===== config.mk =====
export PLATFORM = sky130hd
export DESIGN_NAME = iocfg_top
export DESIGN_NICKNAME = d
export VERILOG_FILES = /design/src/rtl/iocfg_pkg.sv /design/src/rtl/iocfg_clkout.sv /design/src/rtl/iocfg_sync.sv /design/src/rtl/iocfg_top.sv
export VERILOG_INCLUDE_DIRS = /design/src /design/src/rtl
export SDC_FILE = /design/constraint.sdc
export NUM_CORES = 1
export LEC_CHECK = 0
export ABC_AREA = 1
export BUFFER_PORTS_ARGS = -buffer_cell sky130_fd_sc_hd__buf_2
export CAP_MARGIN = 15
export CORE_ASPECT_RATIO = 1.1
export CORE_MARGIN = 8
export CORE_UTILIZATION = 45
export CTS_BUF_LIST = sky130_fd_sc_hd__clkbuf_4
export CTS_CLUSTER_DIAMETER = 120
export CTS_CLUSTER_SIZE = 20
export DETAILED_ROUTE_END_ITERATION = 6
export PLACE_DENSITY_LB_ADDON = 0.12
export SETUP_SLACK_MARGIN = 0.5
export SLEW_MARGIN = 10
export SYNTH_ARGS = -nofsm -noshare
export SYNTH_HDL_FRONTEND = slang
export SYNTH_SLANG_ARGS = --single-unit

===== constraint.sdc =====
create_clock -name CORE_CLK -period 1.9 [get_ports CORE_CLK]
set_clock_uncertainty 0.05 [all_clocks]
set_input_delay 0.095 -clock CORE_CLK [delete_from_list [all_inputs] [get_ports CORE_CLK]]
set_output_delay 0.095 -clock CORE_CLK [all_outputs]
set_load 0.01 [all_outputs]

===== src/rtl/iocfg_params.svh =====
// constants for the io configuration register bank
// How it works
// - io setup one bit 7 clear drives both antenna outputs; set uses one driver
// - in one-ended drive bit 6 picks output/input pair a (0) or b (1)
// - with crystal running, clock select 00/01/10 gives 3.39/6.78/13.56 MHz
// - clock select 11 disables the host clock output and holds it low
// - bit 0 clear, crystal stopped, output enabled: slow clock on host clock output
// - tuning converters run only when tuning enable and oscillator enable are set
// - operation control bit 7 turns on oscillator and regulator, ready mode
// - io setup two bit 4: miso pull-down while selected and miso not driven
// - io setup two bit 3: miso pull-down while deselected
// - both miso pull-downs act only when the host interface is in spi mode
// - bit 1 picks modulation regulator reference: driver supply 0, rf supply 1
`ifndef IOCFG_PARAMS_SVH
`define IOCFG_PARAMS_SVH

// -----------------------------------------------------------------------------
// register indices, byte address is four times the index
// -----------------------------------------------------------------------------
`define IOCFG_IDX_SETUP_ONE 8'h00
`define IOCFG_IDX_SETUP_TWO 8'h01
`define IOCFG_IDX_OP_CTRL 8'h02
`define IOCFG_IDX_STATUS 8'h10
`define IOCFG_RESET_BYTE 8'h00
`define IOCFG_ONE_WR_MASK 8'hF7

// -----------------------------------------------------------------------------
// field positions
// -----------------------------------------------------------------------------
`define IOCFG_B_SINGLE 7
`define IOCFG_B_ALT_PAIR 6
`define IOCFG_B_I2C_HOLD_HI 5
`define IOCFG_B_I2C_HOLD_LO 4
`define IOCFG_B_CLK_SEL_HI 2
`define IOCFG_B_CLK_SEL_LO 1
`define IOCFG_B_SLOW_SUPP 0
`define IOCFG_B_SUP3V 7
`define IOCFG_B_DREG_OFF 6
`define IOCFG_B_AAT_EN 5
`define IOCFG_B_PD_SEL 4
`define IOCFG_B_PD_DESEL 3
`define IOCFG_B_DRV_BOOST 2
`define IOCFG_B_REF_RF 1
`define IOCFG_B_ACT_SINK 0
`define IOCFG_B_OSC_EN 7
`define IOCFG_ST_XTAL 0
`define IOCFG_ST_SPI 1
`define IOCFG_ST_SEL_N 2
`define IOCFG_ST_HCLK 3
`define IOCFG_ST_EN_SEEN 4

// -----------------------------------------------------------------------------
// host clock divider taps on the crystal reference edge counter
// -----------------------------------------------------------------------------
`define IOCFG_DIV_13M56 0
`define IOCFG_DIV_6M78 1
`define IOCFG_DIV_3M39 2
`define IOCFG_DIV_W 3

// -----------------------------------------------------------------------------
// bus answers
// -----------------------------------------------------------------------------
`define IOCFG_RESP_OKAY 2'h0
`define IOCFG_RESP_SLVERR 2'h2

`endif


===== src/rtl/iocfg_pkg.sv =====
// types shared by the io configuration register bank
package iocfg_pkg;
  typedef enum logic [1:0] {IOCFG_CLK_3M39, IOCFG_CLK_6M78, IOCFG_CLK_13M56, IOCFG_CLK_OFF}
    iocfg_clk_sel_t;
  typedef enum logic {IOCFG_WR_COLLECT, IOCFG_WR_RESP} iocfg_wr_state_t;
  typedef enum logic {IOCFG_RD_IDLE, IOCFG_RD_RESP} iocfg_rd_state_t;
endpackage


===== src/rtl/iocfg_clkout.sv =====
// host clock output generator
`timescale 1ns/100ps
`include "iocfg_params.svh"
module iocfg_clkout (
  input wire logic clk,
  input wire logic rst_n,
  input wire logic ce,
  input wire logic xtal_running,
  input wire logic ref_level,
  input wire logic lf_level,
  input iocfg_pkg::iocfg_clk_sel_t clk_sel,
  input wire logic slow_suppress,
  output logic clk_out
);
  import iocfg_pkg::*;

  logic ref_d_reg;
  logic [`IOCFG_DIV_W-1:0] div_reg;
  logic clk_next;
  wire ref_rise = ref_level & ~ref_d_reg;

  // crystal reference is twice 13.56 MHz, so each counter bit halves it again
  always_comb begin
    clk_next = 1'b0;
    case (clk_sel)
      IOCFG_CLK_3M39: clk_next = xtal_running ? div_reg[`IOCFG_DIV_3M39] : lf_level;
      IOCFG_CLK_6M78: clk_next = xtal_running ? div_reg[`IOCFG_DIV_6M78] : lf_level;
      IOCFG_CLK_13M56: clk_next = xtal_running ? div_reg[`IOCFG_DIV_13M56] : lf_level;
      IOCFG_CLK_OFF: clk_next = 1'b0;
      default: clk_next = 1'b0;
    endcase
    if (!xtal_running && slow_suppress) begin
      clk_next = 1'b0;
    end
  end

  always_ff @(posedge clk or negedge rst_n) begin
    if (!rst_n) begin
      ref_d_reg <= 1'b0;
      div_reg <= '0;
      clk_out <= 1'b0;
    end else if (ce) begin
      ref_d_reg <= ref_level;
      if (ref_rise) begin
        div_reg <= div_reg + 1'b1;
      end
      clk_out <= clk_next;
    end
  end

  AST_HCLK_OFF: assert property (@(posedge clk) disable iff (!rst_n)
    (ce && clk_sel == IOCFG_CLK_OFF) |=> !clk_out)
    else $error("host clock not low while disabled");
  AST_SLOW_CLK: assert property (@(posedge clk) disable iff (!rst_n)
    (ce && !xtal_running && clk_sel != IOCFG_CLK_OFF) |=>
      (clk_out == ($past(lf_level) && !$past(slow_suppress))))
    else $error("slow clock output wrong");
  AST_FREQ_6M78: assert property (@(posedge clk) disable iff (!rst_n)
    (ce && xtal_running && clk_sel == IOCFG_CLK_6M78 && ref_rise) ##1
      (ce && xtal_running && clk_sel == IOCFG_CLK_6M78) |=>
      (clk_out == $past(div_reg[`IOCFG_DIV_6M78])))
    else $error("6.78 MHz tap not on output");
endmodule


===== src/rtl/iocfg_sync.sv =====
// two-flop synchroniser for pin inputs
`timescale 1ns/100ps
module iocfg_sync #(
  parameter int W = 4
) (
  input wire logic clk,
  input wire logic rst_n,
  input wire logic ce,
  input wire logic [W-1:0] d,
  output logic [W-1:0] q
);
  logic [W-1:0] meta_reg;

  genvar i;
  generate
    for (i = 0; i < W; i++) begin : g_bit
      always_ff @(posedge clk or negedge rst_n) begin
        if (!rst_n) begin
          meta_reg[i] <= 1'b0;
          q[i] <= 1'b0;
        end else if (ce) begin
          meta_reg[i] <= d[i];
          q[i] <= meta_reg[i];
        end
      end
    end
  endgenerate
endmodule


===== src/rtl/iocfg_top.sv =====
// io configuration register bank with its axi4-lite slave
`timescale 1ns/100ps
`include "iocfg_params.svh"
module iocfg_top #(
  parameter int ADDR_W = 10
) (
  input wire logic CORE_CLK,
  input wire logic RESET_N,
  input wire logic CE,
  input wire logic [ADDR_W-1:0] S_AXI_AWADDR,
  input wire logic S_AXI_AWVALID,
  output logic S_AXI_AWREADY,
  input wire logic [31:0] S_AXI_WDATA,
  input wire logic [3:0] S_AXI_WSTRB,
  input wire logic S_AXI_WVALID,
  output logic S_AXI_WREADY,
  output logic [1:0] S_AXI_BRESP,
  output logic S_AXI_BVALID,
  input wire logic S_AXI_BREADY,
  input wire logic [ADDR_W-1:0] S_AXI_ARADDR,
  input wire logic S_AXI_ARVALID,
  output logic S_AXI_ARREADY,
  output logic [31:0] S_AXI_RDATA,
  output logic [1:0] S_AXI_RRESP,
  output logic S_AXI_RVALID,
  input wire logic S_AXI_RREADY,
  input wire logic XTAL_RUNNING,
  input wire logic XTAL_REF_CLK,
  input wire logic SLOW_CLK_IN,
  input wire logic SPI_SELECT_N,
  input wire logic SPI_MODE,
  input wire logic MISO_DRIVEN,
  output logic HOST_CLK_OUT,
  output logic DIFF_DRIVE,
  output logic ANTENNA_OUT_A_EN,
  output logic ANTENNA_OUT_B_EN,
  output logic ANTENNA_IN_B_SEL,
  output logic AAT_DAC_EN,
  output logic AAT_HOLD_FIXED,
  output logic OSC_REG_EN,
  output logic MISO_PULLDOWN_EN,
  output logic IO_DRIVE_BOOST,
  output logic MOD_REG_REF_RF,
  output logic [1:0] I2C_HOLD_SEL,
  output logic SUPPLY_3V3,
  output logic DIG_REG_OFF,
  output logic AM_ACTIVE_SINK
);
  import iocfg_pkg::*;

  // ---------------------------------------------------------------------------
  // register decode
  // ---------------------------------------------------------------------------
  localparam logic [ADDR_W-1:0] ADDR_ONE = ADDR_W'({`IOCFG_IDX_SETUP_ONE, 2'b00});
  localparam logic [ADDR_W-1:0] ADDR_TWO = ADDR_W'({`IOCFG_IDX_SETUP_TWO, 2'b00});
  localparam logic [ADDR_W-1:0] ADDR_OP = ADDR_W'({`IOCFG_IDX_OP_CTRL, 2'b00});
  localparam logic [ADDR_W-1:0] ADDR_ST = ADDR_W'({`IOCFG_IDX_STATUS, 2'b00});

  logic [7:0] io1_reg;
  logic [7:0] io2_reg;
  logic [7:0] op_reg;
  logic en_seen_reg;

  iocfg_wr_state_t wr_state_reg;
  iocfg_wr_state_t wr_state_next;
  iocfg_rd_state_t rd_state_reg;
  logic aw_have_reg;
  logic w_have_reg;
  logic aw_have_next;
  logic w_have_next;
  logic [ADDR_W-1:0] wr_addr_reg;
  logic [31:0] wr_data_reg;
  logic [3:0] wr_strb_reg;

  // ---------------------------------------------------------------------------
  // pin synchronisers
  // ---------------------------------------------------------------------------
  logic [3:0] pin_sync;

  iocfg_sync #(
    .W(4)
  ) u_sync (
    .clk(CORE_CLK),
    .rst_n(RESET_N),
    .ce(CE),
    .d({SPI_SELECT_N, SLOW_CLK_IN, XTAL_REF_CLK, XTAL_RUNNING}),
    .q(pin_sync)
  );

  wire xtal_s = pin_sync[0];
  wire ref_s = pin_sync[1];
  wire slow_s = pin_sync[2];
  wire select_n_s = pin_sync[3];

  // ---------------------------------------------------------------------------
  // write channel
  // ---------------------------------------------------------------------------
  wire aw_take = S_AXI_AWVALID & S_AXI_AWREADY;
  wire w_take = S_AXI_WVALID & S_AXI_WREADY;
  wire wr_fire = (wr_state_reg == IOCFG_WR_COLLECT) & aw_have_reg & w_have_reg;
  wire b_done = S_AXI_BVALID & S_AXI_BREADY;
  wire wr_lane0 = wr_strb_reg[0];
  wire wr_hit_one = wr_addr_reg == ADDR_ONE;
  wire wr_hit_two = wr_addr_reg == ADDR_TWO;
  wire wr_hit_op = wr_addr_reg == ADDR_OP;
  wire wr_ok = wr_hit_one | wr_hit_two | wr_hit_op;
  wire wr_one = wr_fire & wr_hit_one & wr_lane0;
  wire wr_two = wr_fire & wr_hit_two & wr_lane0;
  wire wr_op = wr_fire & wr_hit_op & wr_lane0;
  wire [7:0] wr_byte = wr_data_reg[7:0];

  always_comb begin
    wr_state_next = wr_state_reg;
    aw_have_next = aw_have_reg | aw_take;
    w_have_next = w_have_reg | w_take;
    case (wr_state_reg)
      IOCFG_WR_COLLECT: begin
        if (wr_fire) begin
          wr_state_next = IOCFG_WR_RESP;
        end
      end
      IOCFG_WR_RESP: begin
        if (b_done) begin
          wr_state_next = IOCFG_WR_COLLECT;
          aw_have_next = 1'b0;
          w_have_next = 1'b0;
        end
      end
      default: wr_state_next = IOCFG_WR_COLLECT;
    endcase
  end

  // address and data may arrive in either order; each is held until both are in
  always_ff @(posedge CORE_CLK or negedge RESET_N) begin
    if (!RESET_N) begin
      wr_state_reg <= IOCFG_WR_COLLECT;
      aw_have_reg <= 1'b0;
      w_have_reg <= 1'b0;
      S_AXI_AWREADY <= 1'b1;
      S_AXI_WREADY <= 1'b1;
    end else if (CE) begin
      wr_state_reg <= wr_state_next;
      aw_have_reg <= aw_have_next;
      w_have_reg <= w_have_next;
      S_AXI_AWREADY <= (wr_state_next == IOCFG_WR_COLLECT) & ~aw_have_next;
      S_AXI_WREADY <= (wr_state_next == IOCFG_WR_COLLECT) & ~w_have_next;
    end
  end

  always_ff @(posedge CORE_CLK or negedge RESET_N) begin
    if (!RESET_N) begin
      wr_addr_reg <= '0;
      wr_data_reg <= '0;
      wr_strb_reg <= '0;
    end else if (CE) begin
      if (aw_take) begin
        wr_addr_reg <= S_AXI_AWADDR;
      end
      if (w_take) begin
        wr_data_reg <= S_AXI_WDATA;
        wr_strb_reg <= S_AXI_WSTRB;
      end
    end
  end

  always_ff @(posedge CORE_CLK or negedge RESET_N) begin
    if (!RESET_N) begin
      S_AXI_BVALID <= 1'b0;
      S_AXI_BRESP <= `IOCFG_RESP_OKAY;
    end else if (CE) begin
      if (wr_fire) begin
        S_AXI_BVALID <= 1'b1;
        S_AXI_BRESP <= wr_ok ? `IOCFG_RESP_OKAY : `IOCFG_RESP_SLVERR;
      end else if (b_done) begin
        S_AXI_BVALID <= 1'b0;
      end
    end
  end

  // ---------------------------------------------------------------------------
  // configuration registers
  // ---------------------------------------------------------------------------
  always_ff @(posedge CORE_CLK or negedge RESET_N) begin
    if (!RESET_N) begin
      io1_reg <= `IOCFG_RESET_BYTE;
      io2_reg <= `IOCFG_RESET_BYTE;
      op_reg <= `IOCFG_RESET_BYTE;
    end else if (CE) begin
      if (wr_one) begin
        io1_reg <= wr_byte & `IOCFG_ONE_WR_MASK;
      end
      if (wr_two) begin
        io2_reg <= wr_byte;
      end
      if (wr_op) begin
        op_reg <= wr_byte;
      end
    end
  end

  // remembers that the oscillator was ever enabled; only reset forgets it
  always_ff @(posedge CORE_CLK or negedge RESET_N) begin
    if (!RESET_N) begin
      en_seen_reg <= 1'b0;
    end else if (CE && op_reg[`IOCFG_B_OSC_EN]) begin
      en_seen_reg <= 1'b1;
    end
  end

  // ---------------------------------------------------------------------------
  // read channel
  // ---------------------------------------------------------------------------
  wire ar_take = S_AXI_ARVALID & S_AXI_ARREADY;
  wire r_done = S_AXI_RVALID & S_AXI_RREADY;
  wire rd_hit_one = S_AXI_ARADDR == ADDR_ONE;
  wire rd_hit_two = S_AXI_ARADDR == ADDR_TWO;
  wire rd_hit_op = S_AXI_ARADDR == ADDR_OP;
  wire rd_hit_st = S_AXI_ARADDR == ADDR_ST;
  wire rd_ok = rd_hit_one | rd_hit_two | rd_hit_op | rd_hit_st;
  wire [7:0] status_byte = {3'h0, en_seen_reg, HOST_CLK_OUT, select_n_s, SPI_MODE, xtal_s};
  wire [7:0] rd_byte = rd_hit_one ? io1_reg :
                       rd_hit_two ? io2_reg :
                       rd_hit_op ? op_reg :
                       rd_hit_st ? status_byte : 8'h00;

  always_ff @(posedge CORE_CLK or negedge RESET_N) begin
    if (!RESET_N) begin
      rd_state_reg <= IOCFG_RD_IDLE;
      S_AXI_ARREADY <= 1'b1;
      S_AXI_RVALID <= 1'b0;
      S_AXI_RDATA <= 32'h0000_0000;
      S_AXI_RRESP <= `IOCFG_RESP_OKAY;
    end else if (CE) begin
      case (rd_state_reg)
        IOCFG_RD_IDLE: begin
          if (ar_take) begin
            rd_state_reg <= IOCFG_RD_RESP;
            S_AXI_ARREADY <= 1'b0;
            S_AXI_RVALID <= 1'b1;
            S_AXI_RDATA <= {24'h00_0000, rd_byte};
            S_AXI_RRESP <= rd_ok ? `IOCFG_RESP_OKAY : `IOCFG_RESP_SLVERR;
          end
        end
        IOCFG_RD_RESP: begin
          if (r_done) begin
            rd_state_reg <= IOCFG_RD_IDLE;
            S_AXI_ARREADY <= 1'b1;
            S_AXI_RVALID <= 1'b0;
          end
        end
        default: rd_state_reg <= IOCFG_RD_IDLE;
      endcase
    end
  end

  // ---------------------------------------------------------------------------
  // device controls
  // ---------------------------------------------------------------------------
  wire single_w = io1_reg[`IOCFG_B_SINGLE];
  wire alt_driver_pair_sel = io1_reg[`IOCFG_B_ALT_PAIR];
  wire osc_en_w = op_reg[`IOCFG_B_OSC_EN];
  wire aat_en_w = io2_reg[`IOCFG_B_AAT_EN];
  wire spi_out_pulldown_selected = io2_reg[`IOCFG_B_PD_SEL];
  wire spi_out_pulldown_deselected = io2_reg[`IOCFG_B_PD_DESEL];
  wire mod_regulator_ref_sel = io2_reg[`IOCFG_B_REF_RF];
  wire slow_clock_suppress = io1_reg[`IOCFG_B_SLOW_SUPP];
  wire host_clk_freq_sel_hi = io1_reg[`IOCFG_B_CLK_SEL_HI];
  wire host_clk_freq_sel_lo = io1_reg[`IOCFG_B_CLK_SEL_LO];
  wire [1:0] clk_sel_bits = {host_clk_freq_sel_hi, host_clk_freq_sel_lo};
  wire iocfg_clk_sel_t clk_sel_w = iocfg_clk_sel_t'(clk_sel_bits);

  wire out_a_next = ~single_w | ~alt_driver_pair_sel;
  wire out_b_next = ~single_w | alt_driver_pair_sel;
  wire in_b_next = single_w & alt_driver_pair_sel;
  wire aat_run_next = aat_en_w & osc_en_w;
  // the fixed value only holds once the oscillator has run at least once
  wire aat_hold_next = aat_en_w & ~osc_en_w & en_seen_reg;
  wire pd_sel_term = spi_out_pulldown_selected & ~select_n_s & ~MISO_DRIVEN;
  wire pd_desel_term = spi_out_pulldown_deselected & select_n_s;
  wire pd_next = SPI_MODE & (pd_sel_term | pd_desel_term);

  always_ff @(posedge CORE_CLK or negedge RESET_N) begin
    if (!RESET_N) begin
      DIFF_DRIVE <= 1'b1;
      ANTENNA_OUT_A_EN <= 1'b1;
      ANTENNA_OUT_B_EN <= 1'b1;
      ANTENNA_IN_B_SEL <= 1'b0;
      AAT_DAC_EN <= 1'b0;
      AAT_HOLD_FIXED <= 1'b0;
      OSC_REG_EN <= 1'b0;
      MISO_PULLDOWN_EN <= 1'b0;
    end else if (CE) begin
      DIFF_DRIVE <= ~single_w;
      ANTENNA_OUT_A_EN <= out_a_next;
      ANTENNA_OUT_B_EN <= out_b_next;
      ANTENNA_IN_B_SEL <= in_b_next;
      AAT_DAC_EN <= aat_run_next;
      AAT_HOLD_FIXED <= aat_hold_next;
      OSC_REG_EN <= osc_en_w;
      MISO_PULLDOWN_EN <= pd_next;
    end
  end

  always_ff @(posedge CORE_CLK or negedge RESET_N) begin
    if (!RESET_N) begin
      IO_DRIVE_BOOST <= 1'b0;
      MOD_REG_REF_RF <= 1'b0;
      I2C_HOLD_SEL <= 2'h0;
      SUPPLY_3V3 <= 1'b0;
      DIG_REG_OFF <= 1'b0;
      AM_ACTIVE_SINK <= 1'b0;
    end else if (CE) begin
      IO_DRIVE_BOOST <= io2_reg[`IOCFG_B_DRV_BOOST];
      MOD_REG_REF_RF <= mod_regulator_ref_sel;
      I2C_HOLD_SEL <= {io1_reg[`IOCFG_B_I2C_HOLD_HI], io1_reg[`IOCFG_B_I2C_HOLD_LO]};
      SUPPLY_3V3 <= io2_reg[`IOCFG_B_SUP3V];
      DIG_REG_OFF <= io2_reg[`IOCFG_B_DREG_OFF];
      AM_ACTIVE_SINK <= io2_reg[`IOCFG_B_ACT_SINK];
    end
  end

  // ---------------------------------------------------------------------------
  // host clock output
  // ---------------------------------------------------------------------------
  iocfg_clkout u_clkout (
    .clk(CORE_CLK),
    .rst_n(RESET_N),
    .ce(CE),
    .xtal_running(xtal_s),
    .ref_level(ref_s),
    .lf_level(slow_s),
    .clk_sel(clk_sel_w),
    .slow_suppress(slow_clock_suppress),
    .clk_out(HOST_CLK_OUT)
  );

  // ---------------------------------------------------------------------------
  // checks
  // ---------------------------------------------------------------------------
  AST_DIFF_DRIVE: assert property (@(posedge CORE_CLK) disable iff (!RESET_N)
    (CE && !single_w) |=> (DIFF_DRIVE && ANTENNA_OUT_A_EN && ANTENNA_OUT_B_EN))
    else $error("differential drive not on both outputs");
  AST_PAIR_SEL: assert property (@(posedge CORE_CLK) disable iff (!RESET_N)
    (CE && single_w) |=> (ANTENNA_OUT_B_EN == $past(alt_driver_pair_sel)) &&
      (ANTENNA_OUT_A_EN != ANTENNA_OUT_B_EN) && (ANTENNA_IN_B_SEL == ANTENNA_OUT_B_EN))
    else $error("one-ended pair selection wrong");
  AST_AAT_RUN: assert property (@(posedge CORE_CLK) disable iff (!RESET_N)
    CE |=> (AAT_DAC_EN == ($past(aat_en_w) && $past(osc_en_w))))
    else $error("tuning converters enabled wrongly");
  AST_AAT_HOLD: assert property (@(posedge CORE_CLK) disable iff (!RESET_N)
    (CE && aat_en_w && !osc_en_w && !en_seen_reg) |=> !AAT_HOLD_FIXED)
    else $error("fixed tuning value before oscillator ever ran");
  AST_READY: assert property (@(posedge CORE_CLK) disable iff (!RESET_N)
    (CE && wr_op && wr_byte[`IOCFG_B_OSC_EN]) ##1 CE |=> OSC_REG_EN)
    else $error("oscillator enable write not seen on output");
  AST_PD_SELECTED: assert property (@(posedge CORE_CLK) disable iff (!RESET_N)
    (CE && SPI_MODE && spi_out_pulldown_selected && !select_n_s && !MISO_DRIVEN)
      |=> MISO_PULLDOWN_EN)
    else $error("selected pull-down missing");
  AST_PD_DESELECTED: assert property (@(posedge CORE_CLK) disable iff (!RESET_N)
    (CE && SPI_MODE && spi_out_pulldown_deselected && select_n_s) |=> MISO_PULLDOWN_EN)
    else $error("deselected pull-down missing");
  AST_PD_SPI_ONLY: assert property (@(posedge CORE_CLK) disable iff (!RESET_N)
    (CE && !SPI_MODE) |=> !MISO_PULLDOWN_EN)
    else $error("pull-down active outside spi mode");
  AST_AM_REF: assert property (@(posedge CORE_CLK) disable iff (!RESET_N)
    CE |=> (MOD_REG_REF_RF == $past(mod_regulator_ref_sel)))
    else $error("regulator reference select wrong");
  AST_WRITE_ONE: assert property (@(posedge CORE_CLK) disable iff (!RESET_N)
    (CE && wr_one) |=> (io1_reg == ($past(wr_byte) & `IOCFG_ONE_WR_MASK)))
    else $error("setup one did not take the written value");
  AST_BVALID_HOLD: assert property (@(posedge CORE_CLK) disable iff (!RESET_N)
    (S_AXI_BVALID && !S_AXI_BREADY) |=> S_AXI_BVALID)
    else $error("write response dropped before taken");
endmodule


* Word level (Yosys, flattened, before mapping)
Index checks and enable logic that the tools add are counted.
** Storage, ports and cells
- Register bits :: 92
- Output and inout port bits :: 57
- Logic and storage cells :: 146
** Cells by class
- Add/subtract/negate cells :: 1
- Eq/ne operators :: 10
- Mux-type cells :: 29
- Bitwise operators :: 45
- Reduce and logical (&&, ||, !) cells :: 17
** Operator list (count)
- $and 1x1->1 :: 24
- $mux 8 :: 3
- $eq 10x3->1 const B :: 2
- $eq 10x4->1 const B :: 2
- $logic_not 10->1 :: 2
- $mux 1 :: 18
- $reduce_and 2->1 :: 8
- $not 1->1 :: 11
- $eq 10x7->1 const B :: 1
- $or 1x1->1 :: 10
- $pmux 1 s2 :: 4
- $reduce_and 3->1 :: 2
- $mux 5 :: 1
- $eq 2x2->1 const B :: 2
- $mux 2 :: 2
- $pmux 1 s4 :: 1
- $add 3x1->3 const B :: 1
- $eq 2x1->1 const B :: 1
- $logic_and 1x1->1 :: 2
- $logic_not 2->1 :: 1
- $ne 2x1->1 const B :: 1
- $ne 2x2->1 const B :: 1
- $reduce_bool 2->1 :: 1
- $logic_not 1->1 :: 1

* Depth between registers and ports, before layout
- Depth after elaboration :: 7
- Depth in mapped cells :: 9
- Mapped depth without buffers :: 8

* By module
A second synthesis with hierarchy kept.
** Second synthesis, totals
- Cells, all modules :: 486
- Area total of the unflattened synthesis :: 4177.8 um^2
** Modules (own cells, without submodules)
- iocfg_top :: instances 1, cells each 420, area an instance 3612.2 um^2
- iocfg_sync :: instances 1, cells each 34, area an instance 305.3 um^2
- iocfg_clkout :: instances 1, cells each 32, area an instance 260.2 um^2

* Worst setup path before layout
OpenSTA, ideal clock, no wires.
- Path kind :: flip-flop to flip-flop
- Start :: register S_AXI_WREADY
- End :: register wr_data_reg[0]
- Arrival :: 1.202 ns
- Data required time :: 1.722 ns
- Setup slack :: 0.520 ns
- Stages on the path, launching flop included :: 5
- Clock period less this slack :: 1.380 ns
- Path through :: dfstp_2 > inv_1 > nor3_4 > buf_2 > o21ai_0
** Between the ends
- Longest elaborated chain between the ends :: 2
** Ends and longest elaborated chain
- start, declared :: RTL line iocfg_top.sv:16 : output logic S_AXI_WREADY,
- start signal, assigned :: RTL line iocfg_top.sv:146 : S_AXI_WREADY <= (wr_state_next == IOCFG_WR_COLLECT) & ~w_have_next;
- $and 1x1->1 :: RTL line iocfg_top.sv:99 : wire w_take = S_AXI_WVALID & S_AXI_WREADY;
- $reduce_and 2->1 (no source line)
- end signal, assigned :: RTL line iocfg_top.sv:153 : wr_data_reg <= '0;
- end signal, assigned :: RTL line iocfg_top.sv:160 : wr_data_reg <= S_AXI_WDATA;
- end, declared :: RTL line iocfg_top.sv:72 : logic [31:0] wr_data_reg;
No other way between the ends.
A chain may end at the register's enable or synchronous reset.

* Worst setup path in the final report
- Start :: register wr_addr_reg[1]
- End :: register io2_reg[5]
** Between the ends
- Longest elaborated chain between the ends :: 4
** Ends and longest elaborated chain
- start, declared :: RTL line iocfg_top.sv:71 : logic [ADDR_W-1:0] wr_addr_reg;
- start signal, assigned :: RTL line iocfg_top.sv:152 : wr_addr_reg <= '0;
- start signal, assigned :: RTL line iocfg_top.sv:157 : wr_addr_reg <= S_AXI_AWADDR;
- $eq 10x3->1 :: RTL line iocfg_top.sv:104 : wire wr_hit_two = wr_addr_reg == ADDR_TWO;
- $and 1x1->1 (2 in series) :: RTL line iocfg_top.sv:108 : wire wr_two = wr_fire & wr_hit_two & wr_lane0;
- $reduce_and 2->1 (no source line)
- end signal, assigned :: RTL line iocfg_top.sv:186 : io2_reg <= `IOCFG_RESET_BYTE;
- end signal, assigned :: RTL line iocfg_top.sv:193 : io2_reg <= wr_byte;
- end, declared :: RTL line iocfg_top.sv:60 : logic [7:0] io2_reg;
No other way between the ends.

==> impl_metrics.ini <==
[setup_path]
r2r_slack_ns = 0.46
startpoint_type = flip-flop
worst_path_dominant_cell_family = simple AND/OR/NAND/NOR gates
r2r-start = wr_addr_reg[1]
r2r_cells = 6
worst_setup_path_end_kind = flip-flop
r2r_end = io2_reg[5]
cp_data_arrival_time_ns = 1.73
critPathKind = flip-flop to flip-flop
cp_data_required_time_ns = 2.19
crit_path_max_incr_delay_ns = 0.40
cp_max_fo = 8
crit_slowest_cell = dfrtp_1
worst-path-stages = 6
cp_cell_sequence = or2_4 > inv_1 > nand4_4 > buf_12 > nand2_1 > o21ai_2
path_buf_inv = 2

[die]
dieHeight_um = 118
io-pin-count = 127
die_width_um = 109
row_count = 37
start_util_pct = 45.9
fp.dieArea_mm2 = 0.0128
design.core.area_mm2 = 0.00926

[final_layout]
drive_gt1_share_pct = 29.2
layout_commonest_cell = nand2_1
fill_cells = 858
diodes = 0
final_cell_mix = nand2_1, dfrtp_1, buf_2, inv_1, nand3_1
nets = 703
largest_register_ffs = 10
multiInputGateArea_mm2 = 0.00181
area_delta_synth_final_pct = 30.4
instances_no_fill = 754
seq_area_mm2 = 0.00226

[power_and_ir_drop]
p_leak_nw = 2.87
max-vdd-ir-drop_v = 0.000409
power_density_mw_per_mm2 = 706

[cts]
cts.htree.levels = 3
cts_tree = done
clk_pin_slew_ns = 0.14
clk_path_buf_depth = 2
cts_root_buf = clkbuf_4
numCtsBuffers = 9
cts.sinks = 90
clock_latency_ns = 0.44

[grt]
antenna_found_initial = 0
grt_overflow_total = 0
grt_max_degree = 41
grt_pass1_wl_um = 17600
grt_pass1_vias = 3569
grtUsageTotal_pct = 17.1

[detailed_routing]
drtIter0Drc = 167
dr.pass1.iters = 5
wl_per_cell_um = 14.1
vias = 3600
ant_nets = 0
vias_per_cell = 4.77
wirelength_um = 10600
drc_errors = 0

[place]
globalplace.congestion = 0.833
dpl.cell_count = 683
port_buffers = 73
post-dp-hpwl_um = 7080

[logic_synthesis]
yosysTopAreaCellShare_pct = 49.4
synth.area.top_cells = dfrtp_1, nand2_1, buf_4
ys_seq_area_share_pct = 53.1
synthArstFlopShare_pct = 100
ys_warn_count = 0
synth_top_area_cell = dfrtp_1
synth_ff_type = dfrtp_1
synth_cells = 499
ys_types = 34
ys_seq_elements = 90
synth_edf_count = 0
synthesis.area_mm2 = 0.00425
syn_avg_cell_area_um2 = 8.52

[sta]
slew_violations = 0
setup_violations = 0
whs_ns = 0.0202
max_clock_freq_ghz = 0.695
fin_crit_ns = 1.44
post-route-period-util_pct = 75.7
tns_ns = 0
final_hold_viol_count = 0
rsz0062_at_grt = true

[min_path]
hp-class = input pin to flip-flop
hold_path_depth = 5
hp-start = S_AXI_ARADDR[2]
holdPathEnd = S_AXI_RDATA[4]

[run]
max_cap_violations = 0

[status]
status = finished, final reports clean
## synth_stat cells, types with 6 or more instances
| cell | instances |
|---|---|
| nand2_1 | 178 |
| dfrtp_1 | 84 |
| inv_1 | 42 |
| nand3_1 | 35 |
| o21ai_0 | 29 |
| buf_4 | 27 |
| nor2_1 | 22 |
| o21ai_2 | 16 |
| a21oi_1 | 8 |
| buf_2 | 7 |
| o21ai_1 | 7 |
| dfstp_2 | 6 |
| nor2_2 | 6 |
## kinds of logic after synthesis
group           Yosys count  share of synthesized area, %
other cells               1                        0.0882
flops                    90                          53.1
fa+ha+maj                 1                         0.294
buf+inv                  85                          10.4
xor+xnor                  2                         0.412
mux                       1                         0.265
simple gates            254                          25.9
compound gates           65                          9.41
## worst min-delay path, stage by stage
cell     delay, ns
buf_2         0.13
nand2_1       0.08
nand3_1       0.07
nand2_1       0.05
nand2_1       0.05
## worst max-delay path by stage
stage | slack [ns] | endpoint | startpoint
2_1_floorplan | 0.52 | wr_data_reg[0] | S_AXI_WREADY
6_report | 0.46 | io2_reg[5] | wr_addr_reg[1]
3_3_place_gp | 0.33 | op_reg[3] | wr_state_reg
5_1_grt | 0.41 | io2_reg[0] | wr_state_reg
3_5_place_dp | 0.30 | op_reg[0] | wr_state_reg
4_1_cts | 0.48 | io2_reg[5] | wr_state_reg
## through the flow
| stage | setup WS, ns | util [%] | power [mW] | cell area [um2] |
|---|---|---|---|---|
| after floorplan | 0.520 | - | 2.38 | 4350 |
| after global placement | 0.332 | 50.4 | 2.49 | 4670 |
| after detailed placement | 0.300 | 50.4 | 2.51 | 4670 |
| after CTS | 0.484 | 58.2 | 3.91 | 5390 |
| after global routing | 0.406 | 59.9 | 4.10 | 5550 |
| final | 0.461 | 59.9 | 3.91 | 5550 |
## power breakdown
part / internal (mW) / switching [mW]
combinational: 0.212 / 0.298
sequential: 2.02 / 0.0684
clock: 0.673 / 0.644
total: 2.90 / 1.01
## timing repair
item	in CTS	in global routing
gates cloned	4	1
setup buffers	13	7
hold buffers	30	0
endpoints found under the hold margin	121	0
gates resized for setup	14	32
pin swaps	6	13
endpoints found under the setup margin	40	40
## per-layer routing
| metal | global-route usage (%) | wire [um] | part of all wire, % |
|---|---|---|---|
| met1 | 21.4 | 4640 | 44 |
| met2 | 28.3 | 5230 | 49 |
| met3 | 2.90 | 534 | 5.0 |
| met4 | 7.03 | 202 | 1.9 |
| met5 | 0 | 0 | 0 |
## area by class of cell
| cell class | count | share of cell area, % |
|---|---|---|
| Clock buffer | 10 | 1.35 |
| Clock inverter | 6 | 1.90 |
| Inverter | 45 | 3.14 |
| Multi-Input combinational cell | 352 | 32.6 |
| Sequential cell | 90 | 40.7 |
| Tap cell | 117 | 2.64 |
| Timing Repair Buffer | 133 | 17.6 |
| Timing Repair inverter | 1 | 0.0677 |
Power figures use the tool's default switching activity.
